$ cat src/logic/aac_pkg.sv
package aac_pkg;
    // ========================================================================
    // register map (byte addresses, one word each)
    localparam logic [7:0] AAC_STATUS1_OFF = 8'h00;
    localparam logic [7:0] AAC_STATUS0_OFF = 8'h04;
    localparam logic [7:0] AAC_BUSC_OFF    = 8'h08;
    localparam logic [7:0] AAC_BUSD_OFF    = 8'h0c;
    localparam logic [7:0] AAC_IMM_OFF     = 8'h10;
    localparam logic [7:0] AAC_CMD_OFF     = 8'h14;
    localparam logic [7:0] AAC_ACC0_LO_OFF = 8'h18;
    localparam logic [7:0] AAC_ACC0_HI_OFF = 8'h1c;
    localparam logic [7:0] AAC_ACC1_LO_OFF = 8'h20;
    localparam logic [7:0] AAC_ACC1_HI_OFF = 8'h24;
    // ========================================================================
    // field positions
    localparam int AAC_FRAC_BIT  = 0;
    localparam int AAC_SAT_BIT   = 1;
    localparam int AAC_WIDE_BIT  = 2;
    localparam int AAC_SGNC_BIT  = 3;
    localparam int AAC_SGND_BIT  = 4;
    localparam int AAC_CARRY_BIT = 0;
    localparam int AAC_CMD_SRC   = 8;
    localparam int AAC_CMD_DST   = 9;
    // ========================================================================
    // widths and reset values
    localparam int AAC_ACC_W = 40;
    localparam int AAC_BUS_W = 16;
    localparam logic [4:0] AAC_STATUS1_RST = 5'h18;
    localparam logic       AAC_CARRY_RST   = 1'b0;
    // ========================================================================
    // commands
    typedef enum logic [4:0] {
        AAC_NOP      = 5'b00000, AAC_ADD_ACC = 5'b00001, AAC_ADD_MEM = 5'b00010,
        AAC_ADD_IMM  = 5'b00011, AAC_ADD_MM  = 5'b00100, AAC_ADD_MI  = 5'b00101,
        AAC_ADD_HI16 = 5'b00110, AAC_ADD_CY  = 5'b00111, AAC_ADD_DBL = 5'b01000,
        AAC_LD_DBL   = 5'b01001, AAC_SUB_ACC = 5'b01010, AAC_SUB_MEM = 5'b01011,
        AAC_SUB_IMM  = 5'b01100, AAC_SUB_MM  = 5'b01101, AAC_SUB_MI  = 5'b01110,
        AAC_SUB_HI16 = 5'b01111, AAC_SUB_BW  = 5'b10000, AAC_SUB_DBL = 5'b10001,
        AAC_MPY      = 5'b10010, AAC_SHL1    = 5'b10011, AAC_SHR1    = 5'b10100,
        AAC_CSET     = 5'b10101, AAC_CCLR    = 5'b10110
    } aac_op_type;
    typedef enum logic [2:0] {
        AAC_CM_NONE = 3'b000, AAC_CM_ALL = 3'b001, AAC_CM_SET = 3'b010,
        AAC_CM_CLR  = 3'b011, AAC_CM_ONE = 3'b100, AAC_CM_ZERO = 3'b101
    } aac_cmode_type;
endpackage

$ cat src/logic/aac_mult.sv
`timescale 1ns/1ns
module aac_mult #(
    parameter int W = 16
) (
    // operands
    input  wire logic [W-1:0] mcand_i,
    input  wire logic [W-1:0] mplier_i,
    input  wire logic         mcand_signed_i,
    input  wire logic         mplier_signed_i,
    // product
    output logic [2*W:0]      prod_o
);
    logic [2*W:0] ext_a;
    logic [2*W:0] acc;

    // ========================================================================
    // shift-and-add; a signed multiplier's top bit weighs negative, so its
    // partial product is the negated multiplicand
    always_comb begin
        ext_a = {{(W+1){mcand_signed_i & mcand_i[W-1]}}, mcand_i};
        acc   = '0;
        for (int i = 0; i < W; i++) begin
            if (mplier_i[i]) begin
                if (i == W-1 && mplier_signed_i) begin
                    acc = acc - (ext_a << i);
                end else begin
                    acc = acc + (ext_a << i);
                end
            end
        end
        prod_o = acc;
    end
endmodule

$ cat src/logic/aac_core.sv
// Summary of operation
// - products sign-extend to fill the accumulator
// - fraction bit set shifts products left once
// - signed multiplier top bit subtracts the multiplicand
// - add, subtract and shift ops update carry
// - carry taken at bit 31, or 39 wide
// - software may write the carry directly
// - saturation off lets results wrap
// - double-word ops use both buses, one cycle
// - each multiply operand signed or unsigned
// - carry lives in status register zero
// - accumulator additions set carry on carry-out
// - memory plus memory or immediate sets carry
// - additions without carry clear the flag
// - high-half add may only set carry
// - add with carry uses zero-extended operand
// - subtraction borrow clears the carry
// - subtraction without borrow sets the carry
// - high-half subtract may only clear carry
// - borrow is the inverse of carry
// - subtract with borrow uses zero-extended operand
//
// Decided for this implementation: the register offsets and register access over APB.
`timescale 1ns/1ns
module aac_core
    import aac_pkg::*;
(
    // clock and reset
    input  wire logic        mclk_i,
    input  wire logic        nrst_i,
    // apb slave
    input  wire logic [7:0]  paddr_i,
    input  wire logic        psel_i,
    input  wire logic        penable_i,
    input  wire logic        pwrite_i,
    input  wire logic [31:0] pwdata_i,
    output logic [31:0]      prdata_o,
    output logic             pready_o,
    output logic             pslverr_o,
    // status
    output logic             carry_o
);
    import aac_pkg::*;

    logic [AAC_ACC_W-1:0] acc [2];
    logic [4:0]           status_reg_one;
    logic                 carry;
    logic [AAC_BUS_W-1:0] read_bus_c;
    logic [AAC_BUS_W-1:0] read_bus_d;
    logic [AAC_BUS_W-1:0] imm;
    logic [9:0]           cmd;
    logic                 setup;
    logic                 xfer;
    logic                 wr_en;
    logic                 mapped;
    logic [31:0]          next_prdata;
    logic                 product_frac_shift;
    logic                 alu_saturate_mode;
    logic                 wide_carry_mode;
    logic                 exec;
    aac_op_type           op;
    logic                 src;
    logic                 dst;
    logic [AAC_ACC_W-1:0] accum_src;
    logic [AAC_ACC_W-1:0] accum_dst;
    logic [2*AAC_BUS_W:0] prod;
    logic [AAC_ACC_W-1:0] opa;
    logic [AAC_ACC_W-1:0] opb;
    logic [AAC_ACC_W-1:0] bx;
    logic                 sub;
    logic                 cin;
    logic                 use_sum;
    logic [AAC_ACC_W:0]   sum41;
    logic [32:0]          sum33;
    logic                 cout;
    logic                 ovf;
    aac_cmode_type        cmode;
    logic                 write_res;
    logic [AAC_ACC_W-1:0] shres;
    logic                 shcy;
    logic [AAC_ACC_W-1:0] next_res;
    logic                 next_carry;

    // ========================================================================
    // apb slave: answer in the first access cycle
    assign setup  = psel_i & ~penable_i;
    assign xfer   = psel_i & penable_i & pready_o;
    assign wr_en  = xfer & pwrite_i & ~pslverr_o;
    assign product_frac_shift = status_reg_one[AAC_FRAC_BIT];
    assign alu_saturate_mode  = status_reg_one[AAC_SAT_BIT];
    assign wide_carry_mode    = status_reg_one[AAC_WIDE_BIT];

    always_comb begin
        mapped      = 1'b1;
        next_prdata = '0;
        unique case (paddr_i)
            AAC_STATUS1_OFF: next_prdata = {27'h0, status_reg_one};
            AAC_STATUS0_OFF: next_prdata = {31'h0, carry};
            AAC_BUSC_OFF:    next_prdata = {16'h0, read_bus_c};
            AAC_BUSD_OFF:    next_prdata = {16'h0, read_bus_d};
            AAC_IMM_OFF:     next_prdata = {16'h0, imm};
            AAC_CMD_OFF:     next_prdata = {22'h0, cmd};
            AAC_ACC0_LO_OFF: next_prdata = acc[0][31:0];
            AAC_ACC0_HI_OFF: next_prdata = {24'h0, acc[0][39:32]};
            AAC_ACC1_LO_OFF: next_prdata = acc[1][31:0];
            AAC_ACC1_HI_OFF: next_prdata = {24'h0, acc[1][39:32]};
            default:         mapped = 1'b0;
        endcase
    end

    always_ff @(posedge mclk_i or negedge nrst_i) begin
        if (!nrst_i) begin
            pready_o  <= 1'b0;
            pslverr_o <= 1'b0;
            prdata_o  <= '0;
        end else begin
            pready_o  <= setup;
            pslverr_o <= setup & ~mapped;
            if (setup) begin
                prdata_o <= next_prdata;
            end
        end
    end

    // ========================================================================
    // mode, operand and command registers
    always_ff @(posedge mclk_i or negedge nrst_i) begin
        if (!nrst_i) begin
            status_reg_one <= AAC_STATUS1_RST;
            read_bus_c     <= '0;
            read_bus_d     <= '0;
            imm            <= '0;
            cmd            <= '0;
        end else if (wr_en) begin
            unique case (paddr_i)
                AAC_STATUS1_OFF: status_reg_one <= pwdata_i[4:0];
                AAC_BUSC_OFF:    read_bus_c     <= pwdata_i[15:0];
                AAC_BUSD_OFF:    read_bus_d     <= pwdata_i[15:0];
                AAC_IMM_OFF:     imm            <= pwdata_i[15:0];
                AAC_CMD_OFF:     cmd            <= pwdata_i[9:0];
                default:         ;
            endcase
        end
    end

    // a command executes at the very edge that completes its write
    assign exec      = wr_en & (paddr_i == AAC_CMD_OFF);
    assign op        = aac_op_type'(pwdata_i[4:0]);
    assign src       = pwdata_i[AAC_CMD_SRC];
    assign dst       = pwdata_i[AAC_CMD_DST];
    assign accum_src = acc[src];
    assign accum_dst = acc[dst];

    // ========================================================================
    // multiplier: bus c times bus d
    aac_mult #(
        .W (AAC_BUS_W)
    ) u_mult (
        .mcand_i         (read_bus_c),
        .mplier_i        (read_bus_d),
        .mcand_signed_i  (status_reg_one[AAC_SGNC_BIT]),
        .mplier_signed_i (status_reg_one[AAC_SGND_BIT]),
        .prod_o          (prod)
    );

    // ========================================================================
    // operand selection; memory and immediate operands sign-extend, except bus c in add with carry and subtract with borrow
    always_comb begin
        opa       = accum_src;
        opb       = '0;
        sub       = 1'b0;
        cin       = 1'b0;
        use_sum   = 1'b1;
        write_res = 1'b1;
        cmode     = AAC_CM_ALL;
        unique case (op)
            AAC_ADD_ACC:  opb = accum_dst;
            AAC_ADD_MEM:  opb = {{24{read_bus_c[15]}}, read_bus_c};
            AAC_ADD_IMM:  opb = {{24{imm[15]}}, imm};
            AAC_ADD_MM: begin
                opa = {{24{read_bus_c[15]}}, read_bus_c};
                opb = {{24{read_bus_d[15]}}, read_bus_d};
            end
            AAC_ADD_MI: begin
                opa = {{24{read_bus_c[15]}}, read_bus_c};
                opb = {{24{imm[15]}}, imm};
            end
            AAC_ADD_HI16: begin
                opb   = {{8{read_bus_c[15]}}, read_bus_c, 16'h0};
                cmode = AAC_CM_SET;
            end
            AAC_ADD_CY: begin
                opb = {24'h0, read_bus_c};
                cin = carry;
            end
            AAC_ADD_DBL:  opb = {{8{read_bus_c[15]}}, read_bus_c, read_bus_d};
            AAC_LD_DBL: begin
                opa   = '0;
                opb   = {{8{read_bus_c[15]}}, read_bus_c, read_bus_d};
                cmode = AAC_CM_NONE;
            end
            AAC_SUB_ACC: begin
                opb = accum_dst;
                sub = 1'b1;
                cin = 1'b1;
            end
            AAC_SUB_MEM: begin
                opb = {{24{read_bus_c[15]}}, read_bus_c};
                sub = 1'b1;
                cin = 1'b1;
            end
            AAC_SUB_IMM: begin
                opb = {{24{imm[15]}}, imm};
                sub = 1'b1;
                cin = 1'b1;
            end
            AAC_SUB_MM: begin
                opa = {{24{read_bus_c[15]}}, read_bus_c};
                opb = {{24{read_bus_d[15]}}, read_bus_d};
                sub = 1'b1;
                cin = 1'b1;
            end
            AAC_SUB_MI: begin
                opa = {{24{read_bus_c[15]}}, read_bus_c};
                opb = {{24{imm[15]}}, imm};
                sub = 1'b1;
                cin = 1'b1;
            end
            AAC_SUB_HI16: begin
                opb   = {{8{read_bus_c[15]}}, read_bus_c, 16'h0};
                sub   = 1'b1;
                cin   = 1'b1;
                cmode = AAC_CM_CLR;
            end
            AAC_SUB_BW: begin
                // a - b - borrow equals a + ~b + carry since borrow is ~carry
                opb = {24'h0, read_bus_c};
                sub = 1'b1;
                cin = carry;
            end
            AAC_SUB_DBL: begin
                opb = {{8{read_bus_c[15]}}, read_bus_c, read_bus_d};
                sub = 1'b1;
                cin = 1'b1;
            end
            AAC_MPY: begin
                use_sum = 1'b0;
                cmode   = AAC_CM_NONE;
            end
            AAC_SHL1, AAC_SHR1: use_sum = 1'b0;
            AAC_CSET: begin
                write_res = 1'b0;
                cmode     = AAC_CM_ONE;
            end
            AAC_CCLR: begin
                write_res = 1'b0;
                cmode     = AAC_CM_ZERO;
            end
            default: begin
                write_res = 1'b0;
                cmode     = AAC_CM_NONE;
            end
        endcase
    end

    // ========================================================================
    // adder with carry detection at bit 31 or bit 39
    assign bx    = sub ? ~opb : opb;
    assign sum41 = {1'b0, opa} + {1'b0, bx} + {40'h0, cin};
    assign sum33 = {1'b0, opa[31:0]} + {1'b0, bx[31:0]} + {32'h0, cin};
    assign cout  = wide_carry_mode ? sum41[40] : sum33[32];
    assign ovf   = wide_carry_mode ?
                   ((opa[39] == bx[39]) && (sum41[39] != opa[39])) :
                   !((&sum41[39:31]) || !(|sum41[39:31]));

    // right shifts and wide left shifts move the outgoing bit into carry; a narrow left shift takes bit 31
    always_comb begin
        if (op == AAC_SHL1) begin
            shres = {accum_src[38:0], 1'b0};
            shcy  = wide_carry_mode ? accum_src[39] : accum_src[31];
        end else begin
            shres = {accum_src[39], accum_src[39:1]};
            shcy  = accum_src[0];
        end
    end

    // ========================================================================
    // result: saturate only when asked, otherwise wrap
    always_comb begin
        if (use_sum) begin
            if (alu_saturate_mode && ovf) begin
                if (wide_carry_mode) begin
                    // a wide overflow flips the sign bit, so a set bit means the true sum was positive
                    next_res = sum41[39] ? 40'h7fffffffff : 40'h8000000000;
                end else begin
                    next_res = sum41[39] ? 40'hff80000000 : 40'h007fffffff;
                end
            end else begin
                next_res = sum41[39:0];
            end
        end else if (op == AAC_MPY) begin
            // 33-bit product sign-extends over the guard bits
            if (product_frac_shift) begin
                next_res = {{6{prod[32]}}, prod, 1'b0};
            end else begin
                next_res = {{7{prod[32]}}, prod};
            end
        end else begin
            next_res = shres;
        end
    end

    always_comb begin
        unique case (cmode)
            AAC_CM_ALL:  next_carry = use_sum ? cout : shcy;
            AAC_CM_SET:  next_carry = carry | cout;
            AAC_CM_CLR:  next_carry = carry & cout;
            AAC_CM_ONE:  next_carry = 1'b1;
            AAC_CM_ZERO: next_carry = 1'b0;
            default:     next_carry = carry;
        endcase
    end

    // ========================================================================
    // accumulators and carry
    always_ff @(posedge mclk_i or negedge nrst_i) begin
        if (!nrst_i) begin
            acc[0] <= '0;
            acc[1] <= '0;
        end else if (exec && write_res) begin
            acc[dst] <= next_res;
        end else if (wr_en) begin
            unique case (paddr_i)
                AAC_ACC0_LO_OFF: acc[0][31:0]  <= pwdata_i;
                AAC_ACC0_HI_OFF: acc[0][39:32] <= pwdata_i[7:0];
                AAC_ACC1_LO_OFF: acc[1][31:0]  <= pwdata_i;
                AAC_ACC1_HI_OFF: acc[1][39:32] <= pwdata_i[7:0];
                default:         ;
            endcase
        end
    end

    // the carry flag is bit 0 of status register zero
    always_ff @(posedge mclk_i or negedge nrst_i) begin
        if (!nrst_i) begin
            carry <= AAC_CARRY_RST;
        end else if (exec) begin
            carry <= next_carry;
        end else if (wr_en && paddr_i == AAC_STATUS0_OFF) begin
            carry <= pwdata_i[AAC_CARRY_BIT];
        end
    end

    assign carry_o = carry;

    // ========================================================================
    // checks: helper state sampled at the executing edge
    logic                 done_q;
    aac_op_type           op_q;
    logic                 dst_q;
    logic                 wide_q;
    logic                 sat_q;
    logic                 frac_q;
    logic                 prev_cy_q;
    logic                 cout_q;
    logic [AAC_ACC_W-1:0] opa_q;
    logic [AAC_ACC_W-1:0] opb_q;

    always_ff @(posedge mclk_i or negedge nrst_i) begin
        if (!nrst_i) begin
            done_q    <= 1'b0;
            op_q      <= AAC_NOP;
            dst_q     <= 1'b0;
            wide_q    <= 1'b0;
            sat_q     <= 1'b0;
            frac_q    <= 1'b0;
            prev_cy_q <= 1'b0;
            cout_q    <= 1'b0;
            opa_q     <= '0;
            opb_q     <= '0;
        end else begin
            done_q    <= exec;
            op_q      <= op;
            dst_q     <= dst;
            wide_q    <= wide_carry_mode;
            sat_q     <= alu_saturate_mode;
            frac_q    <= product_frac_shift;
            prev_cy_q <= carry;
            cout_q    <= cout;
            opa_q     <= opa;
            opb_q     <= opb;
        end
    end
endmodule

$ cat config.mk
export PLATFORM = sky130hd
export DESIGN_NAME = aac_core
export DESIGN_NICKNAME = d
export VERILOG_FILES = /design/src/logic/aac_pkg.sv /design/src/logic/aac_mult.sv /design/src/logic/aac_core.sv
export SDC_FILE = /design/constraint.sdc
export NUM_CORES = 1
export LEC_CHECK = 0
export ABC_AREA = 0
export BUFFER_PORTS_ARGS = -buffer_cell sky130_fd_sc_hd__buf_2
export CORE_UTILIZATION = 30
export CTS_BUF_LIST = sky130_fd_sc_hd__clkbuf_16
export CTS_CLUSTER_SIZE = 10
export DETAILED_ROUTE_END_ITERATION = 12
export HOLD_SLACK_MARGIN = 0.08
export PLACE_DENSITY = 0.44
export SLEW_MARGIN = 5
export SYNTH_ARGS = -nofsm -noshare
export SYNTH_HDL_FRONTEND = slang
export SYNTH_SLANG_ARGS = --single-unit
$ cat constraint.sdc
create_clock -name mclk_i -period 28.1 [get_ports mclk_i]
set_input_delay 5.62 -clock mclk_i [delete_from_list [all_inputs] [get_ports mclk_i]]
set_output_delay 5.62 -clock mclk_i [all_outputs]
set_load 0.05 [all_outputs]
* After elaboration in Yosys (flattened, before gate mapping) *
Index checks and enable logic that the tools add are counted.

operators by class
  reductions and logical operators = 41
  $lt $le $gt $ge = 3
  bitwise logic cells = 16
  muxes and demuxes = 57
  add/sub/neg operators = 20
  eq/ne operators = 39

operators with widths
  cell                  count
  $mux W40              15
  $mux W33              18
  $add A33 B33 Y33      15
  $pmux W32 S10         1
  $pmux W40 S7          1
  $mux W80              2
  $bwmux W80            1
  $pmux W40 S2          1
  $mux W32              2
  $add A40 B40 Y41      1
  $add A41 B1 Y41       1
  $demux W40 S1         1
  $eq A5 B4 Y1 const B  8
  $not A40 Y40          1
  $eq A5 B5 Y1 const B  7
  $add A32 B32 Y33      1
  $add A33 B1 Y33       1
  $sub A33 B33 Y33      1
  $eq A8 B5 Y1 const B  4
  $eq A5 B3 Y1 const B  4
  $reduce_and A2 Y1     10
  $reduce_or A20 Y1     1
  $eq A8 B4 Y1 const B  2
  $eq A8 B6 Y1 const B  2
  other kinds (34)      75

storage, ports and cells
  bits of input ports = 45
  register bits after elaboration = 178
  output and inout bits = 35

* Logic depth before layout (Yosys ltp) *
  depth in word-level cells = 38
  depth in mapped cells = 128

* By module *
A second synthesis with hierarchy kept.

unflattened totals
  cells, all modules = 5,052
  area total of the unflattened synthesis = 37,305.8 µm²

by module, submodules not included
  module    area each (µm²)  sequential area each (µm²)  cells an instance  instances
  aac_mult  22,121.2         0.0                         3,276              1
  aac_core  15,184.6         4,456.8                     1,776              1

* Worst setup path after synthesis *
Ideal clock, no wire load.

  path kind = register to register
  from = reg read_bus_c[1]
  to = reg acc[79] (netlist name)
  setup time = 150 ps
  clock period less this slack = 23,217 ps
  cell stages (with the launch flop) = 122
  data required time = 27,950 ps
  arrival = 23,067 ps
  path slack = 4,883 ps
  path through = dfrtp_1 -> clkbuf_1 -> inv_1 -> nor2_1 -> ha_1 -> fa_1 -> a21o_1 -> nand3_1 -> a21boi_0 -> maj3_1 -> o32ai_1 -> nand2_1 -> xor2_1 -> ha_1 -> o21ai_0 -> o21bai_1 -> a21oi_1 -> xnor2_1 -> [... 86 more ...] -> ha_1 -> o2111ai_1 -> a21o_1 -> nand2_1 -> xor2_1 -> a22oi_1 -> nand2_1 -> ha_1 -> nand3_1 -> o311ai_0 -> a21oi_1 -> xnor2_1 -> nand2_1 -> xor2_1 -> xnor2_1 -> xnor3_1 -> o211ai_1 -> a41oi_1

between the ends
  word-level cells in the longest chain between the ends = 36
  elaborated cells on any way between the ends = 56

RTL lines
  element                                                      line                            RTL
  from (decl)                                                  aac_core.sv:48                  logic [AAC_BUS_W-1:0] read_bus_c;
  from (signal assigned)                                       aac_core.sv:137                 AAC_BUSC_OFF: read_bus_c <= pwdata_i[15:0];
  $mux W33                                                     aac_mult.sv:23                  if (mplier_i[i]) begin
  $add A33 B33 Y33                                             aac_mult.sv:27                  acc = acc + (ext_a << i);
  $mux W33                                                     aac_mult.sv:23
  $add A33 B33 Y33                                             aac_mult.sv:27
  $mux W33                                                     aac_mult.sv:23
  $add A33 B33 Y33                                             aac_mult.sv:27
  $mux W33                                                     aac_mult.sv:23
  $add A33 B33 Y33                                             aac_mult.sv:27
  [... 20 more ...]                                            -
  $mux W33                                                     aac_mult.sv:23
  $add A33 B33 Y33 / $sub A33 B33 Y33 (equally long branches)  aac_mult.sv:27, aac_mult.sv:25
  $mux W33                                                     aac_mult.sv:24                  if (i == W-1 && mplier_signed_i) begin
  $mux W33                                                     aac_mult.sv:23
  $mux W40                                                     aac_core.sv:301                 end else if (op == AAC_MPY) begin
  $mux W40 *                                                   aac_core.sv:290                 if (use_sum) begin
  $bwmux W80 *                                                 aac_core.sv:331                 acc[dst] <= next_res;
  $mux W80 *                                                   aac_core.sv:330                 end else if (exec && write_res) begin
  to (signal, indexed assignment)                              aac_core.sv:331
  to (decl)                                                    aac_core.sv:45                  logic [AAC_ACC_W-1:0] acc [2];

Every way passes the cells marked *; elsewhere a longest branch is shown, timed or not.
A chain may end at the register's enable or synchronous reset.

* Final worst setup path *
  from = reg read_bus_d[0]
  to = reg acc[38] (netlist name)

between the ends
  word-level cells in the longest chain between the ends = 36
  elaborated cells on any way between the ends = 55

RTL lines
  element                                                      line                            RTL
  from (decl)                                                  aac_core.sv:49                  logic [AAC_BUS_W-1:0] read_bus_d;
  from (signal assigned)                                       aac_core.sv:138                 AAC_BUSD_OFF: read_bus_d <= pwdata_i[15:0];
  $mux W33                                                     aac_mult.sv:23
  $add A33 B33 Y33                                             aac_mult.sv:27
  $mux W33                                                     aac_mult.sv:23
  $add A33 B33 Y33                                             aac_mult.sv:27
  $mux W33                                                     aac_mult.sv:23
  $add A33 B33 Y33                                             aac_mult.sv:27
  $mux W33                                                     aac_mult.sv:23
  $add A33 B33 Y33                                             aac_mult.sv:27
  [... 20 more ...]                                            -
  $mux W33                                                     aac_mult.sv:23
  $add A33 B33 Y33 / $sub A33 B33 Y33 (equally long branches)  aac_mult.sv:27, aac_mult.sv:25
  $mux W33                                                     aac_mult.sv:24
  $mux W33                                                     aac_mult.sv:23
  $mux W40                                                     aac_core.sv:301
  $mux W40 *                                                   aac_core.sv:290
  $bwmux W80 *                                                 aac_core.sv:331
  $mux W80 *                                                   aac_core.sv:330

Marks and branches as above.

==> impl_results.md <==
* Tmin final at 26.31 ns
* I/O pin count at 80
* Final Hold Viols at 0
* Async SR Flop Fraction at between 90% and 100%
* Non-filler cells, final at 6917
* Synth warn at 0
* First-pass GRT wire length at 262 mm
* Post-Syn Instances at 5335
* Synth Area in Compound Gates at 36.0%
* Post-synthesis sequential area ratio at 11.7%
* Slew Viols, Final at 0
* Synth Area in XOR/XNOR at 7.76%
* Clock share of power at a little under two fifths
* Pwr Density at 16.0 nW/um^2
* Clk Tree Root Cell: clkbuf_16
* Slew Limit Headroom at 9.41%
* Max Root-Sink Buffers at 2
* Routability Congestion at 0.931
* CTS tree: done
* Multi-input gate area at 32000 sq um
* Initial DRC count at 3690
* Peak supply drop at 42.1 uV
* FILL cells at 13.8k
* Number of global-route vias before repair at 39.9k
* Die ar. at roughly 130000 sq um
* WP data arrival at 26.67 ns
* Fraction of layout cells with a size suffix above 1 at 8.07%
* Routed vias at 42.0k
* Residual DRC at 0
* Routed length per placed instance at between 20 and 30 um
* Post-synth EDFFs at 0
* All-Layer GR Usage at 26.8%
* Dpl cells at between 6k and 7k
* CTS clk-pin slew, worst paths at 0.08 ns
* Most frequent cells in the layout: 571 x nand2_1, 493 x a21oi_1, 454 x nor2_1, 381 x ha_1, 372 x o21ai_0
* Post-CTS sizing at 0
* Initial core utilization at a little under a third
* Outcome: finished, final reports clean
* Setup TNS Final at 0 ns
* Post-synthesis simple-gate area fraction at about a fifth
* Net Sw Power at 225 uW
* Setup Skew at 0.0129 ns
* DRT antenna net count at 0
* # H-tree levels at 4
* Post-CTS Setup Repair Bufs at 0
* Nets at about 5.7k
* Achievable Freq at 38.0 MHz
* Initial antenna violation count at 3
* Core ar. at 126000 sq um
* Internal Power at 429 uW
* Num CTS Buffers at 17
* WL final at 176 mm
* Mux share of post-synthesis cell area at 6.01%
* Sequential Power Share at 39.5%
* FF+latch area at between 4000 and 5000 sq um
* CP Capture Type: register
* Die Span Y at ~360 um
* First-pass DRT Iterations at 8
* Combinational Power Share at 22.1%
* # rows at 130
* Synth Area in Adders at 13.4%
* IO buf count at 79
* Most common flop cell mapped by yosys: dfrtp_1
* Clk Latency, worst-skew pair at 0.49 ns
* RSZ-0062 raised after global routing: no
* Max cap viols at 0
* Largest family of logic cells by synthesized area: compound AO/OA/AOI/OAI gates
* Worst slew pin tran at 1.36 ns
* Chip width at around 360 um
* Req. time, crit path at 28.46 ns
* Dpl hpwl at 134 mm
* CP Max Fanout at 35
* Cell area after synthesis at approximately 38000 sq um
* Crit Path Category: register to register
* Final setup viols at 0
* Largest net degree at the start of global routing at 77
* Mapped Nets at around 5.8k
* Final Core Density at 32.6%
* Total grt overflow at 0
* CP max stage delay at approximately 0.67 ns
* Hold crit path type: register to register
* CP Launch Type: register
* Hold buffers post-CTS at 0
* Area Overhead vs Synth at 7.52%
* Top cell by count, worst path: ha_1
* Fin crit share at between 90% and 100%
* Mapped Avg Cell Area at 7.14 sq um
* Synth cell types at between 100 and 150
* N_diodes at 0
* CP max-delay cell: o31ai_1
* Power Total at 654 uW
* Sw frac at 34.4%
* Clock sinks at 178
* LEAKAGE at 19.1 nW
* Most common cell after layout, fill and taps aside: nand2_1
* Vias per cell at 6.08
* FF+latch count, synth at 178
-- power groups by stage --
stage	combinational, mW	sequential [mW]	clock, mW
2_1_floorplan	0.0905	0.264	0
4_1_cts	0.143	0.258	0.256
3_5_place_dp	0.142	0.264	0
3_3_place_gp	0.143	0.263	0
5_1_grt	0.155	0.259	0.264
6_report	0.144	0.258	0.251
-- layout make-up --
| cell class | count | area share, % |
|---|---|---|
| multi-input cells | 4690 | 78.1 |
| flip-flops and latches | 178 | 10.9 |
| well taps | 1650 | 5.04 |
| repair buffers | 182 | 2.88 |
| inverters | 185 | 1.70 |
| clock buffers | 17 | 1.04 |
| clock inverters | 15 | 0.367 |
-- worst max-delay path: cells and delay by family (launching register included) --
family                   cells  cell delay [ns]
adder cells (fa/ha/maj)     16             5.65
AO/OA/AOI/OAI               47            11.19
multiplexers                 2             0.41
buffers and inverters        4             0.51
flip-flops                   1             0.39
AND/OR/NAND/NOR             29             4.78
XOR/XNOR                    15             3.21
-- through the flow --
stage | worst slack [ns] | instance area (sq um) | hold slack (ns)
after global placement | 2.34 | 40400 | 0.459
final | 1.79 | 41000 | 0.480
after detailed placement | 2.14 | 40400 | 0.466
after floorplan | 4.88 | 38100 | 0.451
after global routing | 0.0408 | 41000 | 0.499
after CTS | 2.01 | 41000 | 0.489
-- cell families after synthesis --
group,count (synthesis)
AO/OA/AOI/OAI,2060
XOR/XNOR,336
adder cells (fa/ha/maj),399
buffers and inverters,467
flip-flops,178
multiplexers,214
AND/OR/NAND/NOR,1681
-- state kept, by name, indices dropped and copies added (netlist names) --
register,count
read_bus_d,16
acc,80
carry_o,1
status_reg_one,5
read_bus_c,16
imm,16
prdata_o,32
pslverr_o,1
pready_o,1
cmd,10
-- layer usage --
metal  global-route usage, %  vias to the layer above  wire length (um)
li1                        -                    19900                 -
met1                    35.4                    20400             78900
met2                    45.0                     1407             81800
met3                    2.49                      283              9050
met4                    9.52                        4              6610
met5                       0                        -                28
-- cell usage after synthesis (all sizes together) (49+ instances only) --
| master | instances | area, sq um |
|---|---|---|
| o21ai | 444 | 2240 |
| xnor2 | 224 | 1960 |
| a211oi | 78 | 586 |
| a31oi | 89 | 557 |
| nand2 | 574 | 2160 |
| o21a | 114 | 856 |
| a21o | 176 | 1320 |
| mux2 | 119 | 1340 |
| nor2b | 52 | 325 |
| mux2i | 95 | 951 |
| inv | 179 | 672 |
| nand2b | 61 | 382 |
| and3 | 54 | 338 |
| dfrtp | 176 | 4400 |
| clkbuf | 233 | 876 |
| o211ai | 65 | 493 |
| ha | 381 | 4770 |
| a21oi | 495 | 2480 |
| xor2 | 111 | 972 |
| nor3 | 109 | 562 |
| a221oi | 69 | 604 |
| o31ai | 55 | 432 |
| a22oi | 58 | 440 |
| nand3 | 158 | 791 |
| nor2 | 460 | 1730 |
| buf | 49 | 211 |
-- worst paths after layout --
check,from,end,slack [ns],cells past startpoint
max,read_bus_d[0],acc[38],1.79,113
min,prdata_o[23],prdata_o[23],0.48,2
max reg2reg,read_bus_d[0],acc[38],1.79,113
min reg2reg,prdata_o[23],prdata_o[23],0.48,2
max in group asynchronous,nrst_i,read_bus_c[15],21.53,2
min in group asynchronous,nrst_i,acc[17],5.19,1
No activity file was read; power rests on OpenSTA's default activity.
